`config.mk`:
```
export PLATFORM = sky130hd
export DESIGN_NAME = snpc_pairing_ctrl
export DESIGN_NICKNAME = d
export VERILOG_FILES = /design/src/logic/snpc_pairing_ctrl.v
export VERILOG_INCLUDE_DIRS = /design/src /design/src/logic
export SDC_FILE = /design/constraint.sdc
export NUM_CORES = 2
export LEC_CHECK = 0
export BUFFER_PORTS_ARGS = -buffer_cell sky130_fd_sc_hd__buf_2
export CAP_MARGIN = 15
export CORE_ASPECT_RATIO = 1.75
export CORE_MARGIN = 1
export CORE_UTILIZATION = 33
export CTS_BUF_LIST = sky130_fd_sc_hd__clkbuf_4
export CTS_CLUSTER_DIAMETER = 60
export DETAILED_ROUTE_END_ITERATION = 10
export PLACE_DENSITY = 0.6
export SLEW_MARGIN = 5
export SYNTH_ARGS = -nofsm -noshare
export SYNTH_HDL_FRONTEND = slang
export SYNTH_SLANG_ARGS = --single-unit
```
`constraint.sdc`:
```
create_clock -name i_ref_clk -period 16.2 [get_ports i_ref_clk]
set_input_delay 2.43 -clock i_ref_clk [delete_from_list [all_inputs] [get_ports i_ref_clk]]
set_output_delay 2.43 -clock i_ref_clk [all_outputs]
set_load 0.02 [all_outputs]
```
`src/logic/snpc_defs.vh`:
```
// Register map, field positions and timing constants of the pairing sequencer.
`ifndef SNPC_DEFS_VH
`define SNPC_DEFS_VH
`define SNPC_ADDR_MAIN 6'h00
`define SNPC_ADDR_TIMER_EN 6'h02
`define SNPC_ADDR_LISTEN 6'h03
`define SNPC_ADDR_WAKE_CFG 6'h04
`define SNPC_ADDR_RATE 6'h06
`define SNPC_ADDR_TBL_LO 6'h08
`define SNPC_ADDR_TBL_HI 6'h1F
`define SNPC_ADDR_SHADOW 6'h0C
`define SNPC_ADDR_OWN_ID0 6'h30
`define SNPC_ADDR_OWN_ID1 6'h31
`define SNPC_ADDR_OWN_ID2 6'h32
`define SNPC_ADDR_STATUS 6'h33
`define SNPC_ADDR_CAND0 6'h34
`define SNPC_ADDR_CAND1 6'h35
`define SNPC_ADDR_CAND2 6'h36
`define SNPC_ADDR_PAY_LO 6'h38
`define SNPC_ADDR_PAY_HI 6'h3C
`define SNPC_ADDR_LAST_TIM 6'h3D
`define SNPC_MAIN_MASTER 0
`define SNPC_MAIN_START 1
`define SNPC_MAIN_WAKE_DET 2
`define SNPC_MAIN_TEMP 3
`define SNPC_MAIN_AUTO_INS 4
`define SNPC_MAIN_SEND 6
`define SNPC_MAIN_SHADOW 7
`define SNPC_LISTEN_EXT 6
`define SNPC_ST_UNKNOWN 0
`define SNPC_ST_PAIRED 1
`define SNPC_ST_FULL 2
`define SNPC_ST_WOKEN 3
`define SNPC_ST_BUSY 4
`define SNPC_FRM_DATA 2'h0
`define SNPC_FRM_SYNC 2'h1
`define SNPC_FRM_ACK 2'h2
`define SNPC_CLK_MHZ 10
`define SNPC_WAKE_LISTEN_US 250
`define SNPC_WAKE_LISTEN_CYC (`SNPC_WAKE_LISTEN_US * `SNPC_CLK_MHZ)
`define SNPC_WAKE_CALL_US 1000000
`define SNPC_WAKE_CALL_CYC (`SNPC_WAKE_CALL_US * `SNPC_CLK_MHZ)
`define SNPC_RX_LISTEN_US 1000000
`define SNPC_RX_LISTEN_CYC (`SNPC_RX_LISTEN_US * `SNPC_CLK_MHZ)
`define SNPC_WAKE_CYC_BASE_US 1000
`define SNPC_WAKE_CYC_BASE_CYC (`SNPC_WAKE_CYC_BASE_US * `SNPC_CLK_MHZ)
`define SNPC_REPLY_WAIT_US 2000
`define SNPC_REPLY_WAIT_CYC (`SNPC_REPLY_WAIT_US * `SNPC_CLK_MHZ)
`endif

```
`src/logic/snpc_pairing_ctrl.v`:
```
// Pairing sequencer with its host register file and permitted-node table.
// Functional notes
// - New identity goes to lowest free entry.
// - Client wakes listening master, then sends frame.
// - Insert only absent identity with good checksum.
// - Client returns to standby after handshake; master keeps listening.
// - Temporary pairing listens, adds, adopts timing, silent; with the master bit clear it sends the wake call and data frame.
// - Wakeup interval from wakeup config bits 4:2.
// - Main bit two enables wakeup detection.
// - Master sends wakeup pattern for configured duration.
// - Client period code carried in data frame.
// - Client random offset carried in data frame.
// - Rate field sets link rate, equal both ends.
// - Permitted-node table spans main 0x08 to 0x1F.
// - Payload follows identity and timing fields.
// - Woken client sends five payload bytes; here waking only sets the woken flag, bytes go on send.
// - Master receives immediately after wakeup call.
// - Master replies sync, awaits ack, keeps listening.
// - Wakeup receiver listens 250 us each cycle.
// - Unknown good identity raises flag, no reply, when auto-insert and temporary mode are off.
// - Known identity with bad checksum gets nothing.
`timescale 1ns/1ps
`include "snpc_defs.vh"
module snpc_pairing_ctrl #(
  parameter [31:0] WAKE_CALL_CYC = `SNPC_WAKE_CALL_CYC,
  parameter [31:0] RX_LISTEN_CYC = `SNPC_RX_LISTEN_CYC,
  parameter [31:0] WAKE_CYC_BASE = `SNPC_WAKE_CYC_BASE_CYC,
  parameter [31:0] REPLY_WAIT_CYC = `SNPC_REPLY_WAIT_CYC
) (
  input wire i_ref_clk,
  input wire i_rst,
  input wire i_reg_wr,
  input wire i_reg_rd,
  input wire [5:0] i_reg_addr,
  input wire [7:0] i_reg_wdata,
  output reg [7:0] o_reg_rdata,
  input wire i_ook_detect,
  input wire i_rx_valid,
  input wire [1:0] i_rx_type,
  input wire [23:0] i_rx_id,
  input wire [7:0] i_rx_timing,
  input wire [1:0] i_rx_rate,
  input wire i_rx_crc_ok,
  output reg o_ook_tx,
  output reg o_wake_listen,
  output reg o_rx_enable,
  output reg o_tx_valid,
  output reg [1:0] o_tx_type,
  output reg [23:0] o_tx_id,
  output reg [7:0] o_tx_timing,
  output reg [39:0] o_tx_payload,
  output reg [1:0] o_tx_rate,
  output reg o_unknown_node_irq
);
  localparam [2:0] ST_IDLE = 3'h0;
  localparam [2:0] ST_WAKE_TX = 3'h1;
  localparam [2:0] ST_LISTEN = 3'h2;
  localparam [2:0] ST_REPLY = 3'h3;
  localparam [2:0] ST_DET = 3'h4;
  localparam [2:0] ST_SLEEP = 3'h5;
  localparam [2:0] ST_ACTIVE = 3'h6;
  localparam [2:0] ST_CL_WAIT = 3'h7;
  localparam [31:0] LISTEN_CYC = `SNPC_WAKE_LISTEN_CYC;

  reg [7:0] main_reg;
  reg [7:0] timer_en_reg;
  reg [7:0] listen_reg;
  reg [7:0] wake_cfg_reg;
  reg [7:0] rate_reg;
  reg [7:0] shadow_reg;
  reg [7:0] tbl_reg [0:23];
  reg [23:0] own_id_reg;
  reg [23:0] cand_reg;
  reg [7:0] pay_reg [0:4];
  reg [7:0] last_tim_reg;
  reg [4:0] stat_reg;
  reg [2:0] state_reg;
  reg [31:0] cnt_reg;
  reg [31:0] lcnt_reg;
  reg [23:0] pend_id_reg;
  reg ook_meta_reg;
  reg ook_sync_reg;
  reg hit;
  reg free_ok;
  reg [2:0] free_idx;
  reg [2:0] next_state;
  reg [4:0] clr;
  integer k, m;

  // Three consecutive bytes of a table entry form one 24-bit identity.
  function [4:0] base_of;
    input [2:0] n;
    begin
      base_of = {1'b0, n, 1'b0} + {2'b00, n};
    end
  endfunction

  function [23:0] id_of;
    input [2:0] n;
    reg [4:0] b;
    begin
      b = base_of(n);
      id_of = {tbl_reg[b], tbl_reg[b + 5'h01], tbl_reg[b + 5'h02]};
    end
  endfunction

  wire is_master = main_reg[`SNPC_MAIN_MASTER];
  wire shadow_sel = main_reg[`SNPC_MAIN_SHADOW];
  wire [31:0] wake_ivl = WAKE_CYC_BASE << wake_cfg_reg[4:2];
  // Duration code counts quarters of the full call, so code 3 is the full call.
  wire [31:0] call_len = (WAKE_CALL_CYC >> 2) * {30'h0000_0000, wake_cfg_reg[1:0]}
                         + (WAKE_CALL_CYC >> 2);
  wire wr_tbl = i_reg_wr && (i_reg_addr >= `SNPC_ADDR_TBL_LO) &&
                (i_reg_addr <= `SNPC_ADDR_TBL_HI) &&
                !(shadow_sel && i_reg_addr == `SNPC_ADDR_SHADOW);
  wire [4:0] tbl_wi = i_reg_addr[4:0] - 5'h08;
  wire rx_data = (state_reg == ST_LISTEN) && i_rx_valid &&
                 (i_rx_type == `SNPC_FRM_DATA) && (i_rx_id != 24'h00_0000);
  // Pairing refuses to start while any timer is still enabled.
  wire start_ok = (state_reg == ST_IDLE) && (timer_en_reg == 8'h00);
  wire start_cmd = i_reg_wr && (i_reg_addr == `SNPC_ADDR_MAIN) &&
                   i_reg_wdata[`SNPC_MAIN_START];
  wire send_cmd = i_reg_wr && (i_reg_addr == `SNPC_ADDR_MAIN) &&
                  i_reg_wdata[`SNPC_MAIN_SEND];
  wire listen_done = (lcnt_reg >= RX_LISTEN_CYC - 32'h0000_0001) &&
                     !listen_reg[`SNPC_LISTEN_EXT];

  always @*
  begin
    hit = 1'b0;
    free_ok = 1'b0;
    free_idx = 3'h0;
    // Descending scan leaves the lowest free entry selected.
    for (k = 7; k >= 0; k = k - 1)
    begin
      if (id_of(k[2:0]) == i_rx_id)
        hit = 1'b1;
      if (id_of(k[2:0]) == 24'h00_0000)
      begin
        free_ok = 1'b1;
        free_idx = k[2:0];
      end
    end
  end

  always @*
  begin
    next_state = state_reg;
    case (state_reg)
      ST_IDLE:
        if (start_cmd && start_ok)
          next_state = (i_reg_wdata[`SNPC_MAIN_TEMP] && i_reg_wdata[`SNPC_MAIN_MASTER]) ?
                       ST_LISTEN : ST_WAKE_TX;
        else if (send_cmd && start_ok && !is_master)
          next_state = ST_CL_WAIT;
        else if (main_reg[`SNPC_MAIN_WAKE_DET])
          next_state = ST_DET;
      ST_WAKE_TX:
        if (cnt_reg >= call_len - 32'h0000_0001)
          next_state = is_master ? ST_LISTEN : ST_CL_WAIT;
      ST_LISTEN:
        if (listen_done)
          next_state = ST_IDLE;
        else if (rx_data && i_rx_crc_ok && !main_reg[`SNPC_MAIN_TEMP] &&
                 (hit || (main_reg[`SNPC_MAIN_AUTO_INS] && free_ok)))
          next_state = ST_REPLY;
      ST_REPLY:
        if (i_rx_valid && i_rx_type == `SNPC_FRM_ACK && i_rx_id == pend_id_reg)
          next_state = ST_LISTEN;
        else if (cnt_reg >= REPLY_WAIT_CYC - 32'h0000_0001)
          next_state = ST_LISTEN;
      ST_DET:
        if (!main_reg[`SNPC_MAIN_WAKE_DET])
          next_state = ST_IDLE;
        else if (ook_sync_reg)
          next_state = ST_ACTIVE;
        else if (cnt_reg >= LISTEN_CYC - 32'h0000_0001)
          next_state = ST_SLEEP;
      ST_SLEEP:
        if (!main_reg[`SNPC_MAIN_WAKE_DET])
          next_state = ST_IDLE;
        else if (cnt_reg >= wake_ivl - 32'h0000_0001)
          next_state = ST_DET;
      ST_ACTIVE:
        if (!ook_sync_reg)
          next_state = is_master ? ST_LISTEN : ST_IDLE;
        else if (cnt_reg >= (wake_ivl << 1) + wake_ivl - 32'h0000_0001)
          next_state = ST_IDLE;
      ST_CL_WAIT:
        if (i_rx_valid && i_rx_type == `SNPC_FRM_SYNC && i_rx_id == own_id_reg)
          next_state = ST_IDLE;
        else if (cnt_reg >= REPLY_WAIT_CYC - 32'h0000_0001)
          next_state = ST_IDLE;
      default:
        next_state = ST_IDLE;
    endcase
  end

  always @*
  begin
    clr = 5'h00;
    if (i_reg_wr && i_reg_addr == `SNPC_ADDR_STATUS)
      clr = i_reg_wdata[4:0];
  end

  always @(posedge i_ref_clk or posedge i_rst)
  begin
    if (i_rst)
    begin
      main_reg <= 8'h00;
      timer_en_reg <= 8'h00;
      listen_reg <= 8'h00;
      wake_cfg_reg <= 8'h00;
      rate_reg <= 8'h00;
      shadow_reg <= 8'h00;
      own_id_reg <= 24'h00_0000;
      cand_reg <= 24'h00_0000;
      last_tim_reg <= 8'h00;
      stat_reg <= 5'h00;
      state_reg <= ST_IDLE;
      cnt_reg <= 32'h0000_0000;
      lcnt_reg <= 32'h0000_0000;
      pend_id_reg <= 24'h00_0000;
      ook_meta_reg <= 1'b0;
      ook_sync_reg <= 1'b0;
      o_reg_rdata <= 8'h00;
      o_ook_tx <= 1'b0;
      o_wake_listen <= 1'b0;
      o_rx_enable <= 1'b0;
      o_tx_valid <= 1'b0;
      o_tx_type <= 2'h0;
      o_tx_id <= 24'h00_0000;
      o_tx_timing <= 8'h00;
      o_tx_payload <= 40'h00_0000_0000;
      o_tx_rate <= 2'h0;
      o_unknown_node_irq <= 1'b0;
      for (m = 0; m < 24; m = m + 1)
        tbl_reg[m] <= 8'h00;
      for (m = 0; m < 5; m = m + 1)
        pay_reg[m] <= 8'h00;
    end
    else
    begin
      ook_meta_reg <= i_ook_detect;
      ook_sync_reg <= ook_meta_reg;
      state_reg <= next_state;
      cnt_reg <= (next_state != state_reg) ? 32'h0000_0000 : cnt_reg + 32'h0000_0001;
      if (next_state == ST_LISTEN && state_reg != ST_LISTEN && state_reg != ST_REPLY)
        lcnt_reg <= 32'h0000_0000;
      else if (state_reg == ST_LISTEN || state_reg == ST_REPLY)
        lcnt_reg <= lcnt_reg + 32'h0000_0001;
      o_ook_tx <= (next_state == ST_WAKE_TX);
      o_wake_listen <= (next_state == ST_DET) || (next_state == ST_ACTIVE);
      o_rx_enable <= (next_state == ST_LISTEN) || (next_state == ST_REPLY) ||
                     (next_state == ST_CL_WAIT);
      o_tx_rate <= rate_reg[1:0];
      o_unknown_node_irq <= stat_reg[`SNPC_ST_UNKNOWN];
      o_tx_valid <= 1'b0;
      if (i_reg_wr)
      begin
        case (i_reg_addr)
          `SNPC_ADDR_MAIN: main_reg <= i_reg_wdata & 8'hBD;
          `SNPC_ADDR_TIMER_EN: timer_en_reg <= i_reg_wdata;
          `SNPC_ADDR_LISTEN: listen_reg <= i_reg_wdata;
          `SNPC_ADDR_WAKE_CFG: wake_cfg_reg <= i_reg_wdata;
          `SNPC_ADDR_RATE: rate_reg <= i_reg_wdata;
          `SNPC_ADDR_OWN_ID0: own_id_reg[23:16] <= i_reg_wdata;
          `SNPC_ADDR_OWN_ID1: own_id_reg[15:8] <= i_reg_wdata;
          `SNPC_ADDR_OWN_ID2: own_id_reg[7:0] <= i_reg_wdata;
          default: ;
        endcase
        if (shadow_sel && i_reg_addr == `SNPC_ADDR_SHADOW)
          shadow_reg <= i_reg_wdata;
        if (wr_tbl)
          tbl_reg[tbl_wi] <= i_reg_wdata;
        if (i_reg_addr >= `SNPC_ADDR_PAY_LO && i_reg_addr <= `SNPC_ADDR_PAY_HI)
          pay_reg[i_reg_addr[2:0]] <= i_reg_wdata;
      end
      // Hardware events are applied after the clear, so a set in the same cycle wins.
      stat_reg[3:0] <= stat_reg[3:0] & ~clr[3:0];
      stat_reg[`SNPC_ST_BUSY] <= (next_state != ST_IDLE);
      if (state_reg == ST_ACTIVE && !ook_sync_reg)
        stat_reg[`SNPC_ST_WOKEN] <= 1'b1;
      // Client side: data frame after the call or on the host send command.
      if ((state_reg == ST_WAKE_TX || state_reg == ST_IDLE) && next_state == ST_CL_WAIT)
      begin
        o_tx_valid <= 1'b1;
        o_tx_type <= `SNPC_FRM_DATA;
        o_tx_id <= own_id_reg;
        o_tx_timing <= shadow_reg;
        o_tx_payload <= {pay_reg[0], pay_reg[1], pay_reg[2], pay_reg[3], pay_reg[4]};
      end
      // Client answers the master's sync frame with its acknowledgement.
      if (state_reg == ST_CL_WAIT && next_state == ST_IDLE && i_rx_valid &&
          i_rx_type == `SNPC_FRM_SYNC)
      begin
        o_tx_valid <= 1'b1;
        o_tx_type <= `SNPC_FRM_ACK;
        o_tx_id <= own_id_reg;
        stat_reg[`SNPC_ST_PAIRED] <= 1'b1;
      end
      if (state_reg == ST_REPLY && next_state == ST_LISTEN && i_rx_valid)
        stat_reg[`SNPC_ST_PAIRED] <= 1'b1;
      if (rx_data && i_rx_crc_ok)
      begin
        if (main_reg[`SNPC_MAIN_TEMP])
        begin
          if (!hit && free_ok)
          begin
            tbl_reg[base_of(free_idx)] <= i_rx_id[23:16];
            tbl_reg[base_of(free_idx) + 5'h01] <= i_rx_id[15:8];
            tbl_reg[base_of(free_idx) + 5'h02] <= i_rx_id[7:0];
            last_tim_reg <= i_rx_timing;
            rate_reg <= {6'h00, i_rx_rate};
          end
          else if (!hit)
            stat_reg[`SNPC_ST_FULL] <= 1'b1;
        end
        else if (hit || (main_reg[`SNPC_MAIN_AUTO_INS] && free_ok))
        begin
          if (!hit)
          begin
            tbl_reg[base_of(free_idx)] <= i_rx_id[23:16];
            tbl_reg[base_of(free_idx) + 5'h01] <= i_rx_id[15:8];
            tbl_reg[base_of(free_idx) + 5'h02] <= i_rx_id[7:0];
          end
          last_tim_reg <= i_rx_timing;
          pend_id_reg <= i_rx_id;
          o_tx_valid <= 1'b1;
          o_tx_type <= `SNPC_FRM_SYNC;
          o_tx_id <= i_rx_id;
          o_tx_timing <= i_rx_timing;
        end
        else if (main_reg[`SNPC_MAIN_AUTO_INS])
          stat_reg[`SNPC_ST_FULL] <= 1'b1;
        else
        begin
          stat_reg[`SNPC_ST_UNKNOWN] <= 1'b1;
          cand_reg <= i_rx_id;
        end
      end
      if (i_reg_rd)
      begin
        if (shadow_sel && i_reg_addr == `SNPC_ADDR_SHADOW)
          o_reg_rdata <= shadow_reg;
        else if (i_reg_addr >= `SNPC_ADDR_TBL_LO && i_reg_addr <= `SNPC_ADDR_TBL_HI)
          o_reg_rdata <= tbl_reg[tbl_wi];
        else if (i_reg_addr >= `SNPC_ADDR_PAY_LO && i_reg_addr <= `SNPC_ADDR_PAY_HI)
          o_reg_rdata <= pay_reg[i_reg_addr[2:0]];
        else
        begin
          case (i_reg_addr)
            `SNPC_ADDR_MAIN: o_reg_rdata <= main_reg;
            `SNPC_ADDR_TIMER_EN: o_reg_rdata <= timer_en_reg;
            `SNPC_ADDR_LISTEN: o_reg_rdata <= listen_reg;
            `SNPC_ADDR_WAKE_CFG: o_reg_rdata <= wake_cfg_reg;
            `SNPC_ADDR_RATE: o_reg_rdata <= rate_reg;
            `SNPC_ADDR_OWN_ID0: o_reg_rdata <= own_id_reg[23:16];
            `SNPC_ADDR_OWN_ID1: o_reg_rdata <= own_id_reg[15:8];
            `SNPC_ADDR_OWN_ID2: o_reg_rdata <= own_id_reg[7:0];
            `SNPC_ADDR_STATUS: o_reg_rdata <= {3'h0, stat_reg};
            `SNPC_ADDR_CAND0: o_reg_rdata <= cand_reg[23:16];
            `SNPC_ADDR_CAND1: o_reg_rdata <= cand_reg[15:8];
            `SNPC_ADDR_CAND2: o_reg_rdata <= cand_reg[7:0];
            `SNPC_ADDR_LAST_TIM: o_reg_rdata <= last_tim_reg;
            default: o_reg_rdata <= 8'h00;
          endcase
        end
      end
    end
  end
endmodule // snpc_pairing_ctrl

```
**Word level (Yosys, flattened, before mapping)**

Cells that the tools add are included.

- Register bits: 521
- Input port bits: 57

- Add/sub/neg operators: 11
- $mul: 1
- Magnitude comparators: 20
- Equal/unequal tests: 42
- Shift operators: 1
- Multiplexer cells: 121
- Bitwise logic cells: 10
- Reduce and logical (&&, ||, !) cells: 83

Operators with widths:

| operator | count |
|---|---|
| $mux 192 | 7 |
| $bwmux 192 | 4 |
| $eq 24x24->1 | 10 |
| $logic_not 24->1 | 8 |
| $mux 8 | 24 |
| $demux 8 s5 | 4 |
| $mux 24 | 5 |
| $pmux 8 s13 | 1 |
| $ge 32x32->1 | 3 |
| $mux 32 | 3 |
| $mux 3 | 26 |
| $add 32x1->32 const B | 2 |
| $sub 32x1->32 const B | 2 |
| $eq 6x6->1 const B | 8 |
| $logic_and 1x1->1 | 42 |
| $bmux 8 s5 | 1 |
| $bwmux 40 | 1 |
| $mux 1 | 34 |
| $add 32x32->32 | 1 |
| $ge 32x12->1 const B | 1 |
| $ge 32x15->1 const B | 1 |
| $ge 32x24->1 const B | 1 |
| $shl 14x3->32 const A | 1 |
| $ge 6x6->1 const B | 5 |
| 46 further kinds | 94 |

**Logic depth before layout (Yosys ltp)**

- Word-level depth: 23
- Mapped depth: 30

**Worst setup path before layout**

OpenSTA, ideal clock, no wires.

- Kind: reg-to-reg
- From: register wake_cfg_reg[3]
- To: register o_tx_id[14]
- Library setup time: 0.123 ns
- Data arrival time: 6.231 ns
- Setup slack: 9.846 ns
- Stages on the path, launching flop included: 31
- Buffers on the path: 3
- Period minus slack after synthesis: 6.354 ns
- Cells stage by stage: dfrtp_1 clkbuf_1 inv_1 ha_1 nor2b_1 inv_1 ha_1 inv_1 ha_1 a31o_2 a21o_1 a21o_1 a21o_1 a311o_1 a211o_1 a31o_2 a21oi_1 xor2_1 ha_1 nand2_1 nor2_1 nand3_1 a21oi_1 a221oi_1 nor2_1 a31o_2 a211o_2 and2_1 buf_2 buf_6 o221a_2

- Longest elaborated chain between the ends: 15
- Elaborated cells between the ends (all ways): 22
- Those cells by class: add/sub (3); order compare (2); eq/ne (1); shift (1); mux (10); reduce/logical (5)

Ends and longest elaborated chain:

| element | line | RTL |
|---|---|---|
| start: declaration | snpc_pairing_ctrl.v:68 | `reg [7:0] wake_cfg_reg;` |
| start signal: assignment | snpc_pairing_ctrl.v:265 | `` `SNPC_ADDR_WAKE_CFG: wake_cfg_reg <= i_reg_wdata; `` |
| $shl 14x3->32 (*) | snpc_pairing_ctrl.v:109 | `wire [31:0] wake_ivl = WAKE_CYC_BASE << wake_cfg_reg[4:2];` |
| $add 32x32->32 | snpc_pairing_ctrl.v:187 | `else if (cnt_reg >= (wake_ivl << 1) + wake_ivl - 32'h0000_0001)` |
| $sub 32x1->32 | snpc_pairing_ctrl.v:187 |  |
| $ge 32x32->1 | snpc_pairing_ctrl.v:187 |  |
| $mux 3 | snpc_pairing_ctrl.v:187 |  |
| $mux 3 | snpc_pairing_ctrl.v:185 | `if (!ook_sync_reg)` |
| $pmux 3 s8 (*) | snpc_pairing_ctrl.v:149 | `case (state_reg)` |
| $logic_not 3->1 | snpc_pairing_ctrl.v:294 | `if (state_reg == ST_CL_WAIT && next_state == ST_IDLE && i_rx_valid &&` |
| $logic_and 1x1->1 (2 in series) | snpc_pairing_ctrl.v:294 |  |
| $logic_and 1x1->1 (no line) | -- |  |
| $mux 24 (*) | snpc_pairing_ctrl.v:294 |  |
| $mux 24 | snpc_pairing_ctrl.v:319 | `` else if (hit \|\| (main_reg[`SNPC_MAIN_AUTO_INS] && free_ok)) `` |
| $mux 24 | snpc_pairing_ctrl.v:306 | `` if (main_reg[`SNPC_MAIN_TEMP]) `` |
| $mux 24 (*) | snpc_pairing_ctrl.v:304 | `if (rx_data && i_rx_crc_ok)` |
| end signal: assignment | snpc_pairing_ctrl.v:289 | `o_tx_id <= own_id_reg;` |
| end signal: assignment | snpc_pairing_ctrl.v:299 | `o_tx_id <= own_id_reg;` |
| end signal: assignment | snpc_pairing_ctrl.v:331 | `o_tx_id <= i_rx_id;` |
| end: declaration | snpc_pairing_ctrl.v:49 | `output reg [23:0] o_tx_id,` |

Mark *: on every way between the ends. The rest lies on a longest branch, timed or not.
A chain may end at the register's enable or synchronous reset.

**Worst setup path after layout**

- From: register wake_cfg_reg[3]
- To: register lcnt_reg[27]

- Longest elaborated chain between the ends: 11
- Elaborated cells between the ends (all ways): 16
- Those cells by class: add/sub (3); order compare (2); eq/ne (1); shift (1); mux (6); reduce/logical (3)

Ends and longest elaborated chain:

| element | line | RTL |
|---|---|---|
| $shl 14x3->32 (*) | snpc_pairing_ctrl.v:109 |  |
| $add 32x32->32 | snpc_pairing_ctrl.v:187 |  |
| $sub 32x1->32 | snpc_pairing_ctrl.v:187 |  |
| $ge 32x32->1 | snpc_pairing_ctrl.v:187 |  |
| $mux 3 | snpc_pairing_ctrl.v:187 |  |
| $mux 3 | snpc_pairing_ctrl.v:185 |  |
| $pmux 3 s8 (*) | snpc_pairing_ctrl.v:149 |  |
| $eq 3x2->1 (*) | snpc_pairing_ctrl.v:248 | `if (next_state == ST_LISTEN && state_reg != ST_LISTEN && state_reg != ST_REPLY)` |
| $logic_and 1x1->1 (*) (2 in series) | snpc_pairing_ctrl.v:248 |  |
| $mux 32 or $reduce_bool 2->1 (tied branches) | -- |  |
| end signal: assignment | snpc_pairing_ctrl.v:251 | `lcnt_reg <= lcnt_reg + 32'h0000_0001;` |
| end: declaration | snpc_pairing_ctrl.v:79 | `reg [31:0] lcnt_reg;` |

Marks and branches as above.

==> run metrics <==
Worst-path clk slew ~0.09 ns; Sw Pwr 3.25 mW; Filler cells ~12,000; LEAKAGE around 20 nW; switch share 0.485; worst hold path depth 0; CP max FO 24; nets ~4,200; period utilization 0.483; worst vdd ir roughly 0.15 mV; Mapped Nets 4,147; Gates resized, CTS repair 0; CTS tree yes; DRT iter0 DRCs 3,919; routed vias/inst 6.39; Max-cap violations 0; post-place setup slack roughly 8.5 ns; clock network power share 0.173; Die W 262 microns; Synthesis Warnings 0; EDFF count, synth 0; top_reg_cell synth dfrtp_1; Setup CP Type reg2reg; Synth top area share 0.334; commonest non-fill, non-tap cells in the layout 521 x dfrtp_1, 505 x mux2_2, 273 x nand2_1; vias in the first global route ~35,000; vias post-DR 36,100; Slew headroom 0.104; RePlAce Congestion 1.01; max FFs per register about 190; area taken by multi-input logic gates ~24,000 sq um; ANT nets after route 0; IO buf count 145; worst skew pair latency about 1.2 ns; min-delay worst type reg2reg; R2R cell count 27; power after layout 6.71 mW; largest net degree at the start of global routing around 160; final worst slack 8.37 ns; Post-Syn Area 39,100 sq um; RSZ-0062 raised after global routing no; setup TNS after final layout 0 ns; Yosys reg bits ~520; Finished Core Util 0.365; final hold violations 0; Mean Syn Cell Area around 10 sq um; combinational group share of total power 0.528; total global-route track usage 0.287; layout cells sized above 1 0.273; Cell Count, Final, Fillers Out between 5,000 and 6,000; dpl cells roughly 5,400; sequential cell area roughly 13,000 sq um; I/O pin total 146; global route overflow 0; antenna violations before repair 19; clock skew between 0.1 and 0.15 ns; crit path capture type flop; 1st-pass router iterations 8; DRC Markers 0; clk sinks 521; Critical Path RT 17.14 ns; Reg2Reg Setup Slack approximately 8.4 ns; CTS Buf Count 141; clock root cell clkbuf_4; Rows roughly 170; global-route wire length before repair 249 mm; Area Overhead vs Synth 9.38%; Die Y between 400 and 500 microns; startpoint types flop; hold slack 0.366 ns; top post-synthesis cells by area dfrtp_1 33%, mux2_2 15%, mux2i_1 5.4%; Synth area leader dfrtp_1; final-report setup violation count 0; fin. max-slew vios 0; measured slew at the worst slew-check pin between 1 and 1.5 ns; Flop pwr share 0.299; # Post-CTS Setup Buffers 0; sequential area share after synthesis 0.334; dpl cell area between 40,000 and 50,000 sq um; count of cell types in the netlist ~110; post-layout min period roughly 7.8 ns; design area between 40,000 and 50,000 sq um; core box area between 100,000 and 150,000 sq um; total die area about 120,000 sq um; Synth Instances 3,987; status finished, final reports clean; Internal Power ~3.5 mW; most common cell after layout, fill and taps aside dfrtp_1; hold bufs inserted after CTS 0; WP data arrival around 9 ns; drt total wl approximately 180 mm; Async S/R FF share, synth 1.00; DP HPWL between 100 and 150 mm; H-tree depth 4; pwr dens between 150 and 200 nW/um^2; starting density of the core 0.333; WL/cell 31.0 microns; Max clock buf depth 3; Max Fclk 128 MHz
routing by layer:
layer	share of wire	GRT usage	routed length, microns
met4	0.10	0.248	18000
met5	0.00082	0	143
met3	0.096	0.0813	16900
met2	0.45	0.448	79600
met1	0.35	0.318	60500
path summary, 6_finish.rpt:
path,to,startpoint
max,lcnt_reg[27],wake_cfg_reg[3]
min,ook_sync_reg,ook_meta_reg
max reg2reg,lcnt_reg[27],wake_cfg_reg[3]
min reg2reg,ook_sync_reg,ook_meta_reg
max in group asynchronous,lcnt_reg[4],i_rst
min in group asynchronous,o_tx_payload[14],i_rst
cells in the mapped netlist, types with 43 or more instances:
cell      instances
xnor2_1         111
mux4_2           68
o211ai_1         43
o22ai_1          83
nor4_1          101
dfrtp_1         521
inv_1            73
ha_1            100
o21ai_1          46
a21o_1           43
clkbuf_1        212
nand2b_1         43
xor2_1          195
nand3_1         113
a21oi_1         192
a31oi_1          45
buf_2            45
nand4_1          67
mux2_2          505
nor2_1          254
mux2i_1         209
o21ai_0         122
nand2_1         273
final cells by class:
type | count | share of cell area
timing repair buffer | 240 | 0.0342
clock inverter | 33 | 0.00466
tap | 1512 | 0.0443
sequential | 521 | 0.305
antenna | 13 | 0.000761
clock buffer | 187 | 0.0329
inverter | 75 | 0.00668
multi-input combinational | 3075 | 0.572
worst max-delay path, stage by stage (launching register included):
cell	delay, ns
dfrtp_1	0.69
inv_1	0.40
ha_1	0.49
nor2b_1	0.31
inv_1	0.14
ha_1	0.30
inv_1	0.04
ha_1	0.31
a31o_2	0.25
a21o_1	0.20
a21o_1	0.18
a21o_1	0.20
a311o_1	0.40
a211o_1	0.29
a31o_2	0.23
a21oi_1	0.17
xor2_1	0.09
ha_1	0.27
nand2_1	0.07
nor2_1	0.15
nand3_1	0.09
a21oi_1	0.14
a221oi_1	0.15
a211oi_1	0.46
o21bai_1	0.22
o41ai_4	1.03
o21ai_1	0.15
a21o_1	0.22
cell families after synthesis:
| group | after synthesis | synth area share |
|---|---|---|
| AO/OA/AOI/OAI | 823 | 0.144 |
| XOR/XNOR | 308 | 0.0698 |
| adder cells (fa/ha/maj) | 104 | 0.0338 |
| buffers and inverters | 391 | 0.0426 |
| flip-flops | 521 | 0.334 |
| multiplexers | 786 | 0.240 |
| AND/OR/NAND/NOR | 1054 | 0.136 |
power by group through the flow:
stage | Combinational (mW) | Sequential (mW) | Clock, mW
2_1_floorplan | 2.53 | 1.83 | 0
6_report | 3.54 | 2.01 | 1.16
4_1_cts | 3.44 | 1.97 | 1.19
3_5_place_dp | 3.43 | 2.00 | 0
5_1_grt | 3.75 | 2.01 | 1.24
3_3_place_gp | 3.37 | 1.99 | 0
Power figures use the tool's default switching activity.
